`config.mk`:
```
export PLATFORM = sky130hd
export DESIGN_NAME = sxc_serdes_clocking
export DESIGN_NICKNAME = d
export VERILOG_FILES = /design/src/logic/sxc_pkg.sv /design/src/logic/sxc_serdes_clocking.sv /design/src/logic/sxc_phase_align.sv
export VERILOG_INCLUDE_DIRS = /design/src /design/src/logic
export SDC_FILE = /design/constraint.sdc
export NUM_CORES = 1
export LEC_CHECK = 0
export BUFFER_PORTS_ARGS = -buffer_cell sky130_fd_sc_hd__buf_2
export CELL_PAD_IN_SITES_DETAIL_PLACEMENT = 1
export CELL_PAD_IN_SITES_GLOBAL_PLACEMENT = 2
export CORE_AREA = 2 2 100 102
export CTS_BUF_LIST = sky130_fd_sc_hd__clkbuf_2
export CTS_CLUSTER_SIZE = 30
export DETAILED_ROUTE_END_ITERATION = 10
export DIE_AREA = 0 0 102 104
export GPL_TIMING_DRIVEN = 0
export PLACE_DENSITY = 0.8
export SLEW_MARGIN = 5
export SYNTH_ARGS = -nofsm -noshare
export SYNTH_HDL_FRONTEND = slang
export SYNTH_SLANG_ARGS = --single-unit
```
`constraint.sdc`:
```
create_clock -name clk_sys -period 3.3 [get_ports clk_sys]
set_input_delay 0.495 -clock clk_sys [delete_from_list [all_inputs] [get_ports clk_sys]]
set_output_delay 0.495 -clock clk_sys [all_outputs]
set_load 0.1 [all_outputs]
```
`src/logic/sxc_params.svh`:
```
`ifndef SXC_PARAMS_SVH
`define SXC_PARAMS_SVH
// ----------------------------------------
// Constants
// ----------------------------------------
`define SXC_FACTOR_DEF   4'hA
`define SXC_FACTOR_MIN   4'h3
`define SXC_FACTOR_MAX   4'hA
`define SXC_WIDTH_MAX    10
`define SXC_CHANNELS     2
`define SXC_PHASES       8
`define SXC_PHASE_W      3
`define SXC_LOCK_W       4
`define SXC_LOCK_THRESH  4'hF
`endif

```
`src/logic/sxc_pkg.sv`:
```
`include "sxc_params.svh"
package sxc_pkg;
    // Receiver clocking modes
    typedef enum logic [1:0] {
        SXC_MODE_PLAIN,
        SXC_MODE_ALIGN,
        SXC_MODE_RECOVER
    } sxc_mode_t;

    // Alignment state per channel
    typedef enum logic [1:0] {
        SXC_AL_IDLE,
        SXC_AL_SEARCH,
        SXC_AL_LOCKED
    } sxc_align_t;
endpackage : sxc_pkg

```
`src/logic/sxc_serdes_clocking.sv`:
```
`include "sxc_params.svh"
module sxc_serdes_clocking
    import sxc_pkg::*;
#(
    parameter int        CHANNELS = `SXC_CHANNELS,
    parameter logic [3:0] FACTOR  = `SXC_FACTOR_DEF
)(
    input  wire logic                           clk_sys,
    input  wire logic                           resetn,
    input  wire sxc_mode_t                      rxMode,
    input  wire logic                           synthSerialEn,
    input  wire logic                           synthLoadEn,
    input  wire logic                           synthAlignEn,
    input  wire logic                           synthResetRx,
    input  wire logic [`SXC_WIDTH_MAX-1:0]      txParallel,
    input  wire logic [CHANNELS-1:0]            rxSerial,
    input  wire logic [CHANNELS*`SXC_PHASES-1:0] rxPhaseSamples,
    output logic                                txSerial,
    output logic                                txLoaded,
    output logic [CHANNELS*`SXC_WIDTH_MAX-1:0]  rxParallel,
    output logic                                rxValid,
    output logic [CHANNELS-1:0]                 rxAligned
);
    // ----------------------------------------
    // Clocking scheme
    // ----------------------------------------
    // clk_sys stands for the parallel word clock
    // Serial, load and alignment clocks arrive as enables
    // Serial enable feeds the transmit shift path, the plain-mode receive shift, the transmit load flag and the plain-mode receive strobe
    // Receiver owns the synth reset, transmitter has none
    // Enables must be one clk_sys cycle wide
    // Factor is fixed at build time, never at run time

    // ----------------------------------------
    // Build-time settings
    // ----------------------------------------
    localparam logic [3:0] FMAX = `SXC_FACTOR_MAX;
    localparam logic [3:0] FMIN = `SXC_FACTOR_MIN;
    // Factor fixed at build time, clamped to the legal range
    localparam logic [3:0] FEFF = (FACTOR > FMAX) ? FMAX : (FACTOR < FMIN) ? FMIN : FACTOR;

    // Mask keeping the low n bits of a word
    function automatic logic [`SXC_WIDTH_MAX-1:0] sxcMask(input logic [3:0] n);
        sxcMask = 10'h3FF >> (4'hA - n);
    endfunction : sxcMask

    // True while a counter stands on the last bit of a frame
    function automatic logic sxcFrameEnd(input logic [3:0] cnt, input logic [3:0] n);
        sxcFrameEnd = (cnt == n - 4'h1);
    endfunction : sxcFrameEnd

    // ----------------------------------------
    // Mode and enable decode
    // ----------------------------------------
    logic [3:0] rxBitCnt_r;
    wire  logic rxFrameEnd = sxcFrameEnd(rxBitCnt_r, FEFF);

    // Alignment and recovery share the alignment clock path
    wire logic alignMode  = (rxMode != SXC_MODE_PLAIN);
    wire logic recovMode  = (rxMode == SXC_MODE_RECOVER);
    // Synth reset has no default, so left unconnected it floats and the hold is undefined outside plain mode
    // Plain mode has no lock to wait for, so the hold is ignored there
    wire logic rxHeld     = alignMode && synthResetRx;
    // Recovery ignores load and serial inputs
    wire logic rxSerialEn = recovMode ? synthAlignEn : synthSerialEn;
    wire logic rxLoadEn   = recovMode ? (rxFrameEnd && synthAlignEn)
                                      : synthLoadEn;
    wire logic rxShiftEn  = alignMode ? synthAlignEn : rxSerialEn;
    wire logic rxTake     = rxShiftEn && rxLoadEn;

    // ----------------------------------------
    // Transmit serializer
    // ----------------------------------------
    logic [`SXC_WIDTH_MAX-1:0] txShift_r;
    logic                      txSerial_r;
    logic                      txLoaded_r;
    wire  logic                txTake = synthSerialEn && synthLoadEn;
    // Unused upper bits are masked so they never reach the line
    wire  logic [`SXC_WIDTH_MAX-1:0] txLoadWord = txParallel & sxcMask(FEFF);
    wire  logic [`SXC_WIDTH_MAX-1:0] txMoved    = {txShift_r[8:0], 1'b0};
    // Load wins over shift when both fall on one serial bit
    wire  logic [`SXC_WIDTH_MAX-1:0] txNext     = synthLoadEn ? txLoadWord : txMoved;
    wire  logic                      txMsb      = txShift_r[FEFF-1];

    // Load on load enable, shift MSB first on serial enable
    always_ff @(posedge clk_sys or negedge resetn) begin
        if (!resetn) begin
            txShift_r  <= 10'h000;
            txSerial_r <= 1'b0;
            txLoaded_r <= 1'b0;
        end else begin
            txLoaded_r <= txTake;
            if (synthSerialEn) begin
                txSerial_r <= txMsb;
                txShift_r  <= txNext;
            end
        end
    end
    assign txSerial = txSerial_r;
    assign txLoaded = txLoaded_r;

    // ----------------------------------------
    // Receive frame pacing
    // ----------------------------------------
    // Wraps after FEFF shift enables
    wire logic [3:0] rxBitNext = rxFrameEnd ? 4'h0 : rxBitCnt_r + 4'h1;

    // Bit counter paces frames in recovery mode
    always_ff @(posedge clk_sys or negedge resetn) begin
        if (!resetn) begin
            rxBitCnt_r <= 4'h0;
        end else if (rxHeld) begin
            rxBitCnt_r <= 4'h0;
        end else if (rxShiftEn) begin
            rxBitCnt_r <= rxBitNext;
        end
    end

    // ----------------------------------------
    // Receive channels
    // ----------------------------------------
    logic [CHANNELS-1:0] alignOk;
    logic [CHANNELS-1:0] alignBit;

    genvar g;
    for (g = 0; g < CHANNELS; g++) begin : gCh
        logic [`SXC_WIDTH_MAX-1:0] shift_r;
        logic [`SXC_WIDTH_MAX-1:0] word_r;
        wire  logic                inBit = alignMode ? alignBit[g] : rxSerial[g];
        // Shift register after one more serial bit
        wire  logic [`SXC_WIDTH_MAX-1:0] shiftNext = {shift_r[8:0], inBit} & sxcMask(FEFF);

        // Dedicated aligner per channel
        sxc_phase_align uAlign (
            .clk_sys      (clk_sys),
            .resetn       (resetn),
            .runEn        (alignMode && !rxHeld),
            .phaseSamples (rxPhaseSamples[g*`SXC_PHASES +: `SXC_PHASES]),
            .phaseSel     (),
            .alignLocked  (alignOk[g]),
            .bitOut       (alignBit[g])
        );

        // Shift in serial bits, transfer frame on load enable
        always_ff @(posedge clk_sys or negedge resetn) begin
            if (!resetn) begin
                shift_r <= 10'h000;
                word_r  <= 10'h000;
            end else if (rxHeld) begin
                shift_r <= 10'h000;
            end else if (rxShiftEn) begin
                shift_r <= shiftNext;
                if (rxLoadEn) word_r <= shiftNext;
            end
        end
        assign rxParallel[g*`SXC_WIDTH_MAX +: `SXC_WIDTH_MAX] = word_r;
    end

    // ----------------------------------------
    // Receive strobe and status
    // ----------------------------------------
    logic                rxStarted_r;
    logic                rxValid_r;
    logic [CHANNELS-1:0] rxAligned_r;
    // Plain mode does not run the aligners, so every channel reports ready
    wire  logic [CHANNELS-1:0] alignView = alignMode ? alignOk : {CHANNELS{1'b1}};

    // First frame counts only after a full frame since release
    // Hold beats a load in the same cycle, so a held frame never counts
    always_ff @(posedge clk_sys or negedge resetn) begin
        if (!resetn) begin
            rxStarted_r <= 1'b0;
            rxValid_r   <= 1'b0;
        end else if (rxHeld) begin
            rxStarted_r <= 1'b0;
            rxValid_r   <= 1'b0;
        end else begin
            rxValid_r <= rxTake && rxStarted_r;
            if (rxTake) begin
                rxStarted_r <= 1'b1;
            end
        end
    end

    // Registered alignment status per channel
    always_ff @(posedge clk_sys or negedge resetn) begin
        if (!resetn) begin
            rxAligned_r <= '0;
        end else begin
            rxAligned_r <= alignView;
        end
    end
    assign rxValid   = rxValid_r;
    assign rxAligned = rxAligned_r;
endmodule : sxc_serdes_clocking

```
`src/logic/sxc_phase_align.sv`:
```
`include "sxc_params.svh"
module sxc_phase_align
    import sxc_pkg::*;
(
    input  wire logic                     clk_sys,
    input  wire logic                     resetn,
    input  wire logic                     runEn,
    input  wire logic [`SXC_PHASES-1:0]   phaseSamples,
    output logic      [`SXC_PHASE_W-1:0]  phaseSel,
    output logic                          alignLocked,
    output logic                          bitOut
);
    // ----------------------------------------
    // Per-channel phase selection
    // ----------------------------------------
    sxc_align_t              state_r;
    logic [`SXC_PHASE_W-1:0] phase_r;
    logic [`SXC_LOCK_W-1:0]  stable_r;
    logic                    prevBit_r;
    logic                    bit_r;
    wire  logic              curBit   = phaseSamples[phase_r];
    wire  logic              edgeSeen = (curBit != prevBit_r) &&
                                        (phaseSamples[phase_r + 3'h1] != curBit);
    wire  logic              settled  = (stable_r == `SXC_LOCK_THRESH);

    // Hunt for a phase away from data edges of this channel only
    always_ff @(posedge clk_sys or negedge resetn) begin
        if (!resetn) begin
            state_r   <= SXC_AL_IDLE;
            phase_r   <= 3'h0;
            stable_r  <= 4'h0;
            prevBit_r <= 1'b0;
            bit_r     <= 1'b0;
        end else if (!runEn) begin
            state_r  <= SXC_AL_IDLE;
            stable_r <= 4'h0;
        end else begin
            prevBit_r <= curBit;
            bit_r     <= curBit;
            case (state_r)
                SXC_AL_IDLE:   state_r <= SXC_AL_SEARCH;
                SXC_AL_SEARCH: begin
                    if (edgeSeen) begin
                        phase_r  <= phase_r + 3'h1;
                        stable_r <= 4'h0;
                    end else if (settled) begin
                        state_r <= SXC_AL_LOCKED;
                    end else begin
                        stable_r <= stable_r + 4'h1;
                    end
                end
                SXC_AL_LOCKED: if (edgeSeen) state_r <= SXC_AL_SEARCH;
                default:       state_r <= SXC_AL_IDLE;
            endcase
        end
    end

    assign phaseSel    = phase_r;
    assign alignLocked = (state_r == SXC_AL_LOCKED);
    assign bitOut      = bit_r;
endmodule : sxc_phase_align

```
==> reports/qor_table.md, run 1 <==
| Parameter | This run |
|:---|:---|
| Largest net degree at the start of global routing | 44 |
| RR Endpoint | gCh[0].uAlign.phaseSel[1] |
| Max Clock Freq | 330 MHz |
| Slew at the pin closest to its max-slew limit | 0.673 ns |
| Total CTS buffers | 9 |
| CP max stage cell | sky130_fd_sc_hd__dfrtp_1 |
| Register-to-register path setup slack | 0.27 ns |
| Drt first pass iters | 4 |
| Critical path origin | gCh[0].uAlign.phaseSel[0] |
| Worst setup path class | reg2reg |
| Diode insertion count for antenna repair | 0 |
| Maximum fanout count along the critical path | 8 |
| Unique masters post-synth | 40 |
| Synth Cell Area | 3600 um2 |
| Count of flip-flops with a built-in enable after synthesis | 0 |
| Mapped Avg Cell Area | 12.2 um2 |
| Count of vias placed by the detailed router | 2570 |
| Syn_nets | 336 |
| Worst path top cell family by delay | multiplexers |
| Pleak | 2.04 nW |
| Antenna Nets Post-Route | 0 |
| CTS HTree Levels | 3 |
| DRC Markers | 0 |
| Kind of start point of the critical path | flip-flop |
| FF+latch count, synth | 78 |
| Setup repair after global routing missed its margin | no |
| Most numerous cell on the critical path | sky130_fd_sc_hd__mux2_2 |
| Highest ir drop seen on vdd | 304 uV |
| Overall die area | 10600 um2 |
| Count of synthesis-stage warnings from yosys | 0 |
| Worst Hold Depth | 3 |
| Clock tree from TritonCTS | done |
| FF/Latch Area | 1950 um2 |
| Final min period | 3.03 ns |
| Arrival time of the worst setup path | 3.47 ns |
| Number of buffers between clock root and the deepest sink | 2 |
| Worst slew margin relative to its limit | 55.2% |
| Status | complete, no violations |
| WP data required | 3.74 ns |
| Launch point of the worst reg-to-reg path | gCh[0].uAlign.phaseSel[0] |
| Endpoints failing setup | 0 |
| Mean routed wirelength per cell | 16.2 um |
| RD Place Congestion | 0.713 |
| # resized after CTS | 0 |
| Leading cell types in the layout, fill and taps excluded | sky130_fd_sc_hd__dfrtp_1 (78), sky130_fd_sc_hd__buf_2 (62), sky130_fd_sc_hd__mux2_2 (27) |
| Type of the tightest min-delay check | in2reg |
| Buffer cell driving the clock tree root | sky130_fd_sc_hd__clkbuf_2 |
| Final setup margin | 0.273 ns |
| Sum Neg Setup Slack | 0 ns |
| Slowest stage delay, CP | 0.54 ns |
| Vias in the first global route | 2674 |
| Grt ovf | 0 |
| Multi-input combinational cell area | 1560 um2 |
| Clock latency reported for the late side of the worst-skew pair | 0.54 ns |
| Slew Limit Fails | 0 |
| Number of placement rows | 36 |
| Most common library cell in the layout ignoring fill and taps | sky130_fd_sc_hd__dfrtp_1 |
| Global routing usage summed across all routing layers | 16.5% |
| Dominant synthesized flop cell | sky130_fd_sc_hd__dfrtp_1 |
| CP Cell Sequence | ha_1, mux4_2, mux2_2, or3_1, buf_2, a211oi_2, mux2_2 |
| Number of nets in the layout | 409 |
| Io pins | 61 |
| Clock transition at path regs | 0.25 ns |
| Count of input and output buffers | 60 |
| Type of element capturing the critical path | flip-flop |
| Detail Placement HPWL | 5880 um |
| Crit path buf inv count | 1 |
| Post-route fraction of the period consumed by the critical path | 91.7% |
| Ratio of cells with drive above 1 in the final layout | 32.3% |
| Fraction of registers with async set/reset | 100% |
| Worst clock skew on the final layout | 0.0285 ns |
| Post-DR vias/cell | 5.09 |
| Die width | 102 um |
| Fill cells | 1103 |
| Syn Inst Count | 294 |
| End point of the worst hold path | txShift_r[0] |
| Depth of the most critical reg-to-reg path | 7 |
| Pre-CTS WS | 0.328 ns |
| Sequential-to-total area share from yosys stat | 54.3% |
| HP Start | txParallel[0] |
| Floorplan core area | 9550 um2 |
| Area growth from synthesis to layout | 17.3% |
| DIE HEIGHT | 104 um |
| Global-route wire length before repair | 13800 um |
| Final hold viol count | 0 |
| Count of max-cap constraint violations | 0 |
| Pwr Density | 657 nW/um2 |
| Antenna violations before repair | 0 |
| DR iter-0 viols | 86 |
| Sink count of the clock tree | 78 |
| Post-detailed-routing wire length | 8190 um |
| Initial Util | 37.7% |
## Yosys cell counts (3+ instances only)
master	instances	area, um2
sky130_fd_sc_hd__a31oi_1	7	43.8
sky130_fd_sc_hd__mux2i_1	11	110
sky130_fd_sc_hd__a21oi_1	20	100
sky130_fd_sc_hd__inv_1	7	26.3
sky130_fd_sc_hd__and3_1	4	25.0
sky130_fd_sc_hd__xor2_1	6	52.6
sky130_fd_sc_hd__nand3_1	10	50.1
sky130_fd_sc_hd__ha_1	6	75.1
sky130_fd_sc_hd__nand2_1	17	63.8
sky130_fd_sc_hd__nor2_1	17	63.8
sky130_fd_sc_hd__mux4_2	6	135
sky130_fd_sc_hd__nand4_1	4	25.0
sky130_fd_sc_hd__buf_2	3	15.0
sky130_fd_sc_hd__nand3b_1	3	22.5
sky130_fd_sc_hd__dfrtp_1	78	1950
sky130_fd_sc_hd__clkbuf_1	8	30.0
sky130_fd_sc_hd__mux2_2	27	304
sky130_fd_sc_hd__o21ai_0	8	40.0
sky130_fd_sc_hd__a22o_1	18	158
sky130_fd_sc_hd__nor3_1	6	30.0
## per-layer routing
layer	track usage (%)	wire, um	share of wire, %
met5	0	0	0
met4	4.95	127	1.5
met3	4.91	268	3.3
met2	24.9	3830	47
met1	23.0	3970	48
## layout make-up
type,instances,share of cell area [%]
Timing Repair Buffer,62,7.89
Multi-Input combinational cell,196,36.9
Inverter,7,0.623
Tap cell,133,3.94
Sequential cell,78,46.2
Buffer,13,1.42
Clock inverter,7,1.87
Clock buffer,9,1.07
## worst reg2reg max path, stage by stage (launching register included)
cell	delay, ns
sky130_fd_sc_hd__dfrtp_1	0.54
sky130_fd_sc_hd__ha_1	0.41
sky130_fd_sc_hd__mux4_2	0.52
sky130_fd_sc_hd__mux2_2	0.29
sky130_fd_sc_hd__or3_1	0.31
sky130_fd_sc_hd__buf_2	0.18
sky130_fd_sc_hd__a211oi_2	0.31
sky130_fd_sc_hd__mux2_2	0.37
## worst max path at each step
stage               cells past startpoint                         to
finish                                  7  gCh[0].uAlign.phaseSel[1]
global route                            7  gCh[0].uAlign.phaseSel[1]
CTS                                     7  gCh[0].uAlign.phaseSel[1]
detailed placement                      7  gCh[0].uAlign.phaseSel[1]
global placement                        7  gCh[1].uAlign.phaseSel[1]
floorplan                               7  gCh[1].uAlign.phaseSel[1]
## where the power goes
part,switching (mW),internal [mW]
clock,0.365,0.185
combinational,0.610,0.397
sequential,0.130,1.08
## registers in the layout, indices dropped and copies added, names as in the netlist, 2 cells and up
register              flops
rxAligned                 2
gCh.word_r               20
gCh.uAlign.prevBit_r      2
gCh.uAlign.phaseSel       6
gCh.uAlign.stable_r       8
rxBitCnt_r                4
gCh.uAlign.state_r        4
gCh.shift_r              18
txShift_r                10
## stage by stage
| stage | total power [mW] | util (%) | area (um2) | instances | hold WS (ns) |
|---|---|---|---|---|---|
| 3_3_place_gp | 2.22 | 42.6 | 4060 | 487 | 0.452 |
| 6_report | 2.77 | 44.2 | 4220 | 505 | 0.195 |
| 4_1_cts | 2.81 | 44.2 | 4220 | 505 | 0.157 |
| 3_5_place_dp | 2.25 | 42.8 | 4090 | 488 | 0.469 |
| 2_1_floorplan | 2.01 | - | 3600 | 294 | 0.199 |
| 5_1_grt | 2.96 | 44.2 | 4220 | 505 | 0.151 |
## cells by family after synthesis
| logic type | after synthesis | share of synthesized area [%] |
|---|---|---|
| adder cells (fa/ha/maj) | 6 | 2.09 |
| AO/OA/AOI/OAI | 66 | 12.9 |
| XOR/XNOR | 8 | 1.95 |
| buffers and inverters | 20 | 2.40 |
| flip-flops | 78 | 54.3 |
| AND/OR/NAND/NOR | 69 | 9.22 |
| multiplexers | 47 | 17.1 |
## timing repair
action	CTS	global route
hold buffers	1	0
buffers inserted	0	0
hold endpoints to repair	42	0
Note: power is estimated with default switching activity, not from simulation.
==> inputs of run 2 (changes only) <==
==> constraint.sdc (replaced) <==
create_clock -name clk_sys -period 2.8 [get_ports clk_sys]
set_input_delay 0.42 -clock clk_sys [delete_from_list [all_inputs] [get_ports clk_sys]]
set_output_delay 0.42 -clock clk_sys [all_outputs]
set_load 0.1 [all_outputs]
==> reports/qor_table.md, run 2 (synthesis gave the netlist of run 1 again) <==
| Parameter | This run | vs previous |
|:---|:---|:---|
| Post-route fraction of the period consumed by the critical path | 97.5% | was 91.7% |
| Floorplan core area | 9550 um2 | unchanged |
| DR iter-0 viols | 71 | was 86 |
| Mean routed wirelength per cell | 16.3 um | was 16.2 um |
| Kind of start point of the critical path | flip-flop | unchanged |
| Leading registers by flop count | gCh.word_r (20), gCh.shift_r (18), txShift_r (10) | unchanged |
| Slowest stage delay, CP | 0.49 ns | was 0.54 ns |
| Arrival time of the worst setup path | 3.18 ns | was 3.47 ns |
| Antenna Nets Post-Route | 0 | unchanged |
| Sink count of the clock tree | 78 | unchanged |
| Worst clock skew on the final layout | 0.0277 ns | was 0.0285 ns |
| Placed insts | 488 | unchanged |
| Count of input and output buffers | 60 | unchanged |
| Io pins | 61 | unchanged |
| Standard cell area after detailed placement | 4090 um2 | unchanged |
| Endpoints failing setup | 0 | unchanged |
| Pwr Density | 798 nW/um2 | was 657 nW/um2 |
| HP Start | txParallel[0] | unchanged |
| Type of element capturing the critical path | flip-flop | unchanged |
| Status | complete, no violations | unchanged |
| Clock latency reported for the late side of the worst-skew pair | 0.54 ns | about the same |
| Detail Placement HPWL | 5880 um | unchanged |
| Total CTS buffers | 9 | unchanged |
| Clock tree from TritonCTS | done | unchanged |
| Count of vias placed by the detailed router | 2599 | was 2570 |
| Antenna violations before repair | 0 | unchanged |
| Count of placed standard cells in the final layout, fillers left out | 512 | was 505 |
| DIE HEIGHT | 104 um | unchanged |
| Count of max-cap constraint violations | 0 | unchanged |
| RD Place Congestion | 0.713 | unchanged |
| Overall die area | 10600 um2 | unchanged |
| WP data required | 3.25 ns | was 3.74 ns |
| Initial Util | 37.7% | unchanged |
| Final min period | 2.73 ns | was 3.03 ns |
| Most common library cell in the layout ignoring fill and taps | sky130_fd_sc_hd__dfrtp_1 | unchanged |
| Launch point of the worst reg-to-reg path | gCh[0].uAlign.phaseSel[0] | unchanged |
| Max Clock Freq | 366 MHz | was 330 MHz |
| Area growth from synthesis to layout | 20.0% | was 17.3% |
| Setup repair after global routing missed its margin | no | unchanged |
| Most flops, register | gCh.word_r | unchanged |
| Critical path origin | gCh[0].uAlign.phaseSel[0] | unchanged |
| Highest ir drop seen on vdd | 360 uV | was 304 uV |
| Number of nets in the layout | 416 | was 409 |
| CP Cell Sequence | ha_4, mux4_2, mux2_2, or3_1, buf_4, a211oi_4, mux2_4 | was ha_1, mux4_2, mux2_2, or3_1, buf_2, a211oi_2, mux2_2 |
| Area of all placed cells without fillers | 4320 um2 | was 4220 um2 |
| Drt first pass iters | 4 | unchanged |
| Vias in the first global route | 2703 | was 2674 |
| Type of the tightest min-delay check | in2reg | unchanged |
| Final hold viol count | 0 | unchanged |
| Slew at the pin closest to its max-slew limit | 0.674 ns | was 0.673 ns |
| Grt ovf | 0 | unchanged |
| Number of buffers between clock root and the deepest sink | 2 | unchanged |
| Global-route wire length before repair | 13900 um | was 13800 um |
| Leading cell types in the layout, fill and taps excluded | sky130_fd_sc_hd__dfrtp_1 (76), sky130_fd_sc_hd__buf_2 (61), sky130_fd_sc_hd__mux2_2 (25) | was sky130_fd_sc_hd__dfrtp_1 (78), sky130_fd_sc_hd__buf_2 (62), sky130_fd_sc_hd__mux2_2 (27) |
| Maximum fanout count along the critical path | 8 | unchanged |
| Slew Limit Fails | 0 | unchanged |
| Pleak | 2.07 nW | was 2.04 nW |
| Buffer cell driving the clock tree root | sky130_fd_sc_hd__clkbuf_2 | unchanged |
| DRC Markers | 0 | unchanged |
| CP max stage cell | sky130_fd_sc_hd__dfrtp_2 | was sky130_fd_sc_hd__dfrtp_1 |
| Number of placement rows | 36 | unchanged |
| Number of flip-flops in the largest register | 20 | unchanged |
| Worst slew margin relative to its limit | 55.0% | was 55.2% |
| Post-detailed-routing wire length | 8350 um | was 8190 um |
| Diode insertion count for antenna repair | 0 | unchanged |
| Worst setup path class | reg2reg | unchanged |
| Largest net degree at the start of global routing | 44 | unchanged |
| Die width | 102 um | unchanged |
| CTS HTree Levels | 3 | unchanged |
| Clock transition at path regs | 0.24 ns | was 0.25 ns |
| Post-DR vias/cell | 5.08 | was 5.09 |
| Global routing usage summed across all routing layers | 16.8% | was 16.5% |
| Ratio of cells with drive above 1 in the final layout | 35.4% | was 32.3% |
run 2: cell count changes in the layout (fill, tap and decap cells not counted), sizes merged:
cell  change
buf       +7
run 2: layout make-up:
cell class | count | area [um2]
inverter | 7 | 26.3
clock buffer | 9 | 45.0
fill | 1096 | 5230
clock inverter | 7 | 78.8
tap | 133 | 166
timing repair buffer | 69 | 385
sequential | 78 | 1950
buffer | 13 | 62.6
multi-input combinational | 196 | 1600
run 2: metrics by stage:
step	hold slack, ns	utilization (%)	worst slack, ns	total power, mW	setup TNS [ns]
detailed placement	0.454	42.8	-0.172	2.65	-0.344
global route	0.0755	45.2	0.00796	3.67	0
CTS	0.0821	44.9	0.0000351	3.41	0
finish	0.119	45.2	0.0700	3.45	0
floorplan	0.124	-	0.00989	2.37	0
global placement	0.452	42.6	-0.146	2.61	-0.258
run 2: timing repair:
| item | CTS | global route |
|---|---|---|
| gates cloned | 0 | 0 |
| hold buffers | 1 | 0 |
| buffers inserted | 4 | 3 |
| gates resized for setup | 5 | 7 |
| pin swaps | 1 | 3 |
| endpoints found under the hold margin | 42 | 0 |
| endpoints found under the setup margin | 3 | 3 |
run 2: worst max-delay path: cells and delay by family (launching register included):
| kind | cells | cell delay [ns] |
|---|---|---|
| adder cells (fa/ha/maj) | 1 | 0.30 |
| AND/OR/NAND/NOR | 1 | 0.32 |
| multiplexers | 3 | 1.11 |
| flip-flops | 1 | 0.49 |
| buffers and inverters | 1 | 0.18 |
| AO/OA/AOI/OAI | 1 | 0.24 |
run 2: report_power, final:
group | total, mW | internal, mW | switching, mW | leakage [nW]
Sequential | 1.41 | 1.28 | 0.131 | 1.02
Combinational | 1.39 | 0.589 | 0.797 | 0.970
Clock | 0.649 | 0.219 | 0.430 | 0.0773
run 2: worst paths after layout:
path,to,slack (ns),cells past startpoint
min in group asynchronous,gCh[1].uAlign.stable_r[1],0.38,2
max in group asynchronous,gCh[1].uAlign.phaseSel[0],1.80,3
worst min register to register,rxStarted_r,0.51,1
worst min-delay path,txShift_r[0],0.12,3
worst max-delay path,gCh[0].uAlign.phaseSel[1],0.07,7
worst max register to register,gCh[0].uAlign.phaseSel[1],0.07,7
run 2: metal layers:
layer	routed length [um]	track usage (%)
met2	3950	25.7
met3	262	4.84
met1	4000	23.1
met5	0	0
met4	129	4.95
==> inputs of run 3 (changes only) <==
--- a/config.mk
+++ b/config.mk
@@ -7,15 +7,13 @@
 export NUM_CORES = 1
 export LEC_CHECK = 0
 export BUFFER_PORTS_ARGS = -buffer_cell sky130_fd_sc_hd__buf_2
-export CELL_PAD_IN_SITES_DETAIL_PLACEMENT = 1
-export CELL_PAD_IN_SITES_GLOBAL_PLACEMENT = 2
-export CORE_AREA = 2 2 100 102
+export CORE_AREA = 2 2 86 88
 export CTS_BUF_LIST = sky130_fd_sc_hd__clkbuf_2
 export CTS_CLUSTER_SIZE = 30
 export DETAILED_ROUTE_END_ITERATION = 10
-export DIE_AREA = 0 0 102 104
+export DIE_AREA = 0 0 88 90
 export GPL_TIMING_DRIVEN = 0
-export PLACE_DENSITY = 0.8
+export PLACE_DENSITY = 0.74
 export SLEW_MARGIN = 5
 export SYNTH_ARGS = -nofsm -noshare
 export SYNTH_HDL_FRONTEND = slang
==> constraint.sdc (replaced) <==
create_clock -name clk_sys -period 2.8 [get_ports clk_sys]
set_input_delay 0.14 -clock clk_sys [delete_from_list [all_inputs] [get_ports clk_sys]]
set_output_delay 0.14 -clock clk_sys [all_outputs]
set_load 0.1 [all_outputs]
==> reports/qor_table.md, run 3 (synthesis gave the netlist of run 1 again) <==
| Parameter | This run | vs previous |
|:---|:---|:---|
| Status | complete, no violations | unchanged |
| Endpoints failing setup | 0 | unchanged |
| Launch point of the worst reg-to-reg path | gCh[1].uAlign.phaseSel[0] | was gCh[0].uAlign.phaseSel[0] |
| DIE HEIGHT | 90 um | was 104 um |
| Antenna violations before repair | 0 | unchanged |
| Power after layout | 3.46 mW | was 3.45 mW |
| Register-to-register path setup slack | 0.09 ns | was 0.07 ns |
| Arrival time of the worst setup path | 3.14 ns | was 3.18 ns |
| Io pins | 61 | unchanged |
| Count of input and output buffers | 60 | unchanged |
| Final min period | 2.71 ns | was 2.73 ns |
| Setup repair after global routing missed its margin | no | unchanged |
| Max Clock Freq | 369 MHz | was 366 MHz |
| Overall die area | 7920 um2 | was 10600 um2 |
| Ratio of cells with drive above 1 in the final layout | 33.5% | was 35.4% |
| Drt first pass iters | 4 | unchanged |
| Slew Limit Fails | 0 | unchanged |
| Worst slack on hold paths | 0.0528 ns | was 0.119 ns |
| Most common library cell in the layout ignoring fill and taps | sky130_fd_sc_hd__dfrtp_1 | unchanged |
| Area growth from synthesis to layout | 23.7% | was 20.0% |
| Number of placement rows | 31 | was 36 |
| Leading cell types in the layout, fill and taps excluded | sky130_fd_sc_hd__dfrtp_1 (76), sky130_fd_sc_hd__buf_2 (61), sky130_fd_sc_hd__mux2_2 (26) | was sky130_fd_sc_hd__dfrtp_1 (76), sky130_fd_sc_hd__buf_2 (61), sky130_fd_sc_hd__mux2_2 (25) |
| Pwr Density | 778 nW/um2 | was 798 nW/um2 |
| Kind of start point of the critical path | flip-flop | unchanged |
| Die width | 88 um | was 102 um |
| Sum Neg Setup Slack | 0 ns | unchanged |
| Worst clock skew on the final layout | 0.0277 ns | about the same |
| DR iter-0 viols | 172 | was 71 |
| Count of vias placed by the detailed router | 2692 | was 2599 |
| DRC Markers | 0 | unchanged |
| Count of max-cap constraint violations | 0 | unchanged |
| Maximum fanout count along the critical path | 8 | unchanged |
| Post-detailed-routing wire length | 7470 um | was 8350 um |
| Number of buffers between clock root and the deepest sink | 2 | unchanged |
| Number of nets in the layout | 431 | was 416 |
| Worst slew margin relative to its limit | 58.9% | was 55.0% |
| Clock transition at path regs | 0.22 ns | was 0.24 ns |
| Antenna Nets Post-Route | 0 | unchanged |
| Grt ovf | 0 | unchanged |
| Depth of the most critical reg-to-reg path | 6 | was 7 |
| Critical path origin | gCh[1].uAlign.phaseSel[0] | was gCh[0].uAlign.phaseSel[0] |
| Worst setup path class | reg2reg | unchanged |
| Final hold viol count | 0 | unchanged |
| Post-DR vias/cell | 5.46 | was 5.08 |
| Slew at the pin closest to its max-slew limit | 0.611 ns | was 0.674 ns |
| Post-route fraction of the period consumed by the critical path | 96.8% | was 97.5% |
| Global-route wire length before repair | 12900 um | was 13900 um |
| Leading registers by flop count | gCh.word_r (20), gCh.shift_r (18), txShift_r (10) | unchanged |
| Vias in the first global route | 2737 | was 2703 |
| Buffer cell driving the clock tree root | sky130_fd_sc_hd__clkbuf_2 | unchanged |
| Fill cells | 561 | was 1096 |
| Total CTS buffers | 9 | unchanged |
| CTS HTree Levels | 3 | unchanged |
| Critical Path Sink | gCh[1].uAlign.phaseSel[1] | was gCh[0].uAlign.phaseSel[1] |
| Pleak | 2.14 nW | was 2.07 nW |
| Mean routed wirelength per cell | 15.1 um | was 16.3 um |
| Largest net degree at the start of global routing | 50 | was 44 |
| Number of flip-flops in the largest register | 20 | unchanged |
| Detail Placement HPWL | 5120 um | was 5880 um |
| Diode insertion count for antenna repair | 0 | unchanged |
| Floorplan core area | 7020 um2 | was 9550 um2 |
| Global routing usage summed across all routing layers | 20.6% | was 16.8% |
| Type of the tightest min-delay check | in2reg | unchanged |
| Sink count of the clock tree | 78 | unchanged |
| WP data required | 3.23 ns | was 3.25 ns |
| Highest ir drop seen on vdd | 478 uV | was 360 uV |
| Clock latency reported for the late side of the worst-skew pair | 0.51 ns | was 0.54 ns |
| Initial Util | 51.2% | was 37.7% |
| Type of element capturing the critical path | flip-flop | unchanged |
| RR Endpoint | gCh[1].uAlign.phaseSel[1] | was gCh[0].uAlign.phaseSel[1] |
| Most flops, register | gCh.word_r | unchanged |
| RD Place Congestion | 0.782 | was 0.713 |
| Clock tree from TritonCTS | done | unchanged |
run 3: changes by cell type in the layout (fill, tap and decap cells not counted), sizes merged:
cell | previous run | this run
clkinvlp | 0 | 1
dlygate4sd3 | 1 | 18
clkinv | 3 | 4
buf | 73 | 71
inv | 10 | 7
bufinv | 1 | 2
run 3: where the power goes:
part / switching, mW / total [mW] / internal [mW]
logic: 0.773 / 1.35 / 0.581
clock network: 0.397 / 0.696 / 0.298
registers: 0.129 / 1.41 / 1.28
run 3: metal layers:
| metal | GRT usage [%] | vias up | routed length [um] |
|---|---|---|---|
| met5 | 0 | - | 0 |
| met1 | 27.7 | 1332 | 3380 |
| met3 | 3.40 | 15 | 218 |
| li1 | - | 1288 | - |
| met2 | 32.9 | 57 | 3690 |
| met4 | 8.59 | 0 | 170 |
run 3: critical path, cell delays in order, from the launching register on:
cell,delay (ns)
sky130_fd_sc_hd__dfrtp_2,0.48
sky130_fd_sc_hd__ha_4,0.30
sky130_fd_sc_hd__mux4_2,0.49
sky130_fd_sc_hd__mux2_4,0.29
sky130_fd_sc_hd__or3_4,0.43
sky130_fd_sc_hd__a211oi_4,0.32
sky130_fd_sc_hd__mux2_4,0.32
run 3: worst min-delay path by stage:
stage	start	to	slack, ns	depth (start not counted)
finish	rxSerial[0]	gCh[0].shift_r[0]	0.05	3
global route	rxSerial[0]	gCh[0].shift_r[0]	0.03	3
CTS	rxSerial[0]	gCh[0].shift_r[0]	0.02	3
detailed placement	resetn	gCh[1].uAlign.stable_r[0]	0.11	1
global placement	txParallel[0]	txShift_r[0]	0.38	3
floorplan	resetn	gCh[0].shift_r[0]	-0.16	0
run 3: cell type report:
class                   instances  area [um2]  area share, %
clock inverters                 7        98.8           2.22
inverters                       7        26.3          0.591
repair buffers                 85         556           12.5
multi-input cells             196        1590           35.8
clock buffers                   9        45.0           1.01
flip-flops and latches         78        1950           43.9
well taps                      99         124           2.78
plain buffers                  12        51.3           1.15
run 3: per-stage QoR:
step	setup slack (ns)	std cells	instance area, um2	util [%]
6_report	0.0887	493	4450	63.4
5_1_grt	0.0156	493	4450	63.4
4_1_cts	0.0140	491	4430	63.0
3_5_place_dp	-0.163	454	4050	57.7
3_3_place_gp	-0.0981	453	4020	57.3
2_1_floorplan	0.00989	294	3600	-
run 3: what timing repair did:
action | 4_1_cts | 5_1_grt
pin swaps | 1 | 3
buffers inserted | 3 | 3
hold buffers | 18 | 0
endpoints found under the hold margin | 95 | 0
gates resized for setup | 4 | 7
endpoints found under the setup margin | 3 | 2
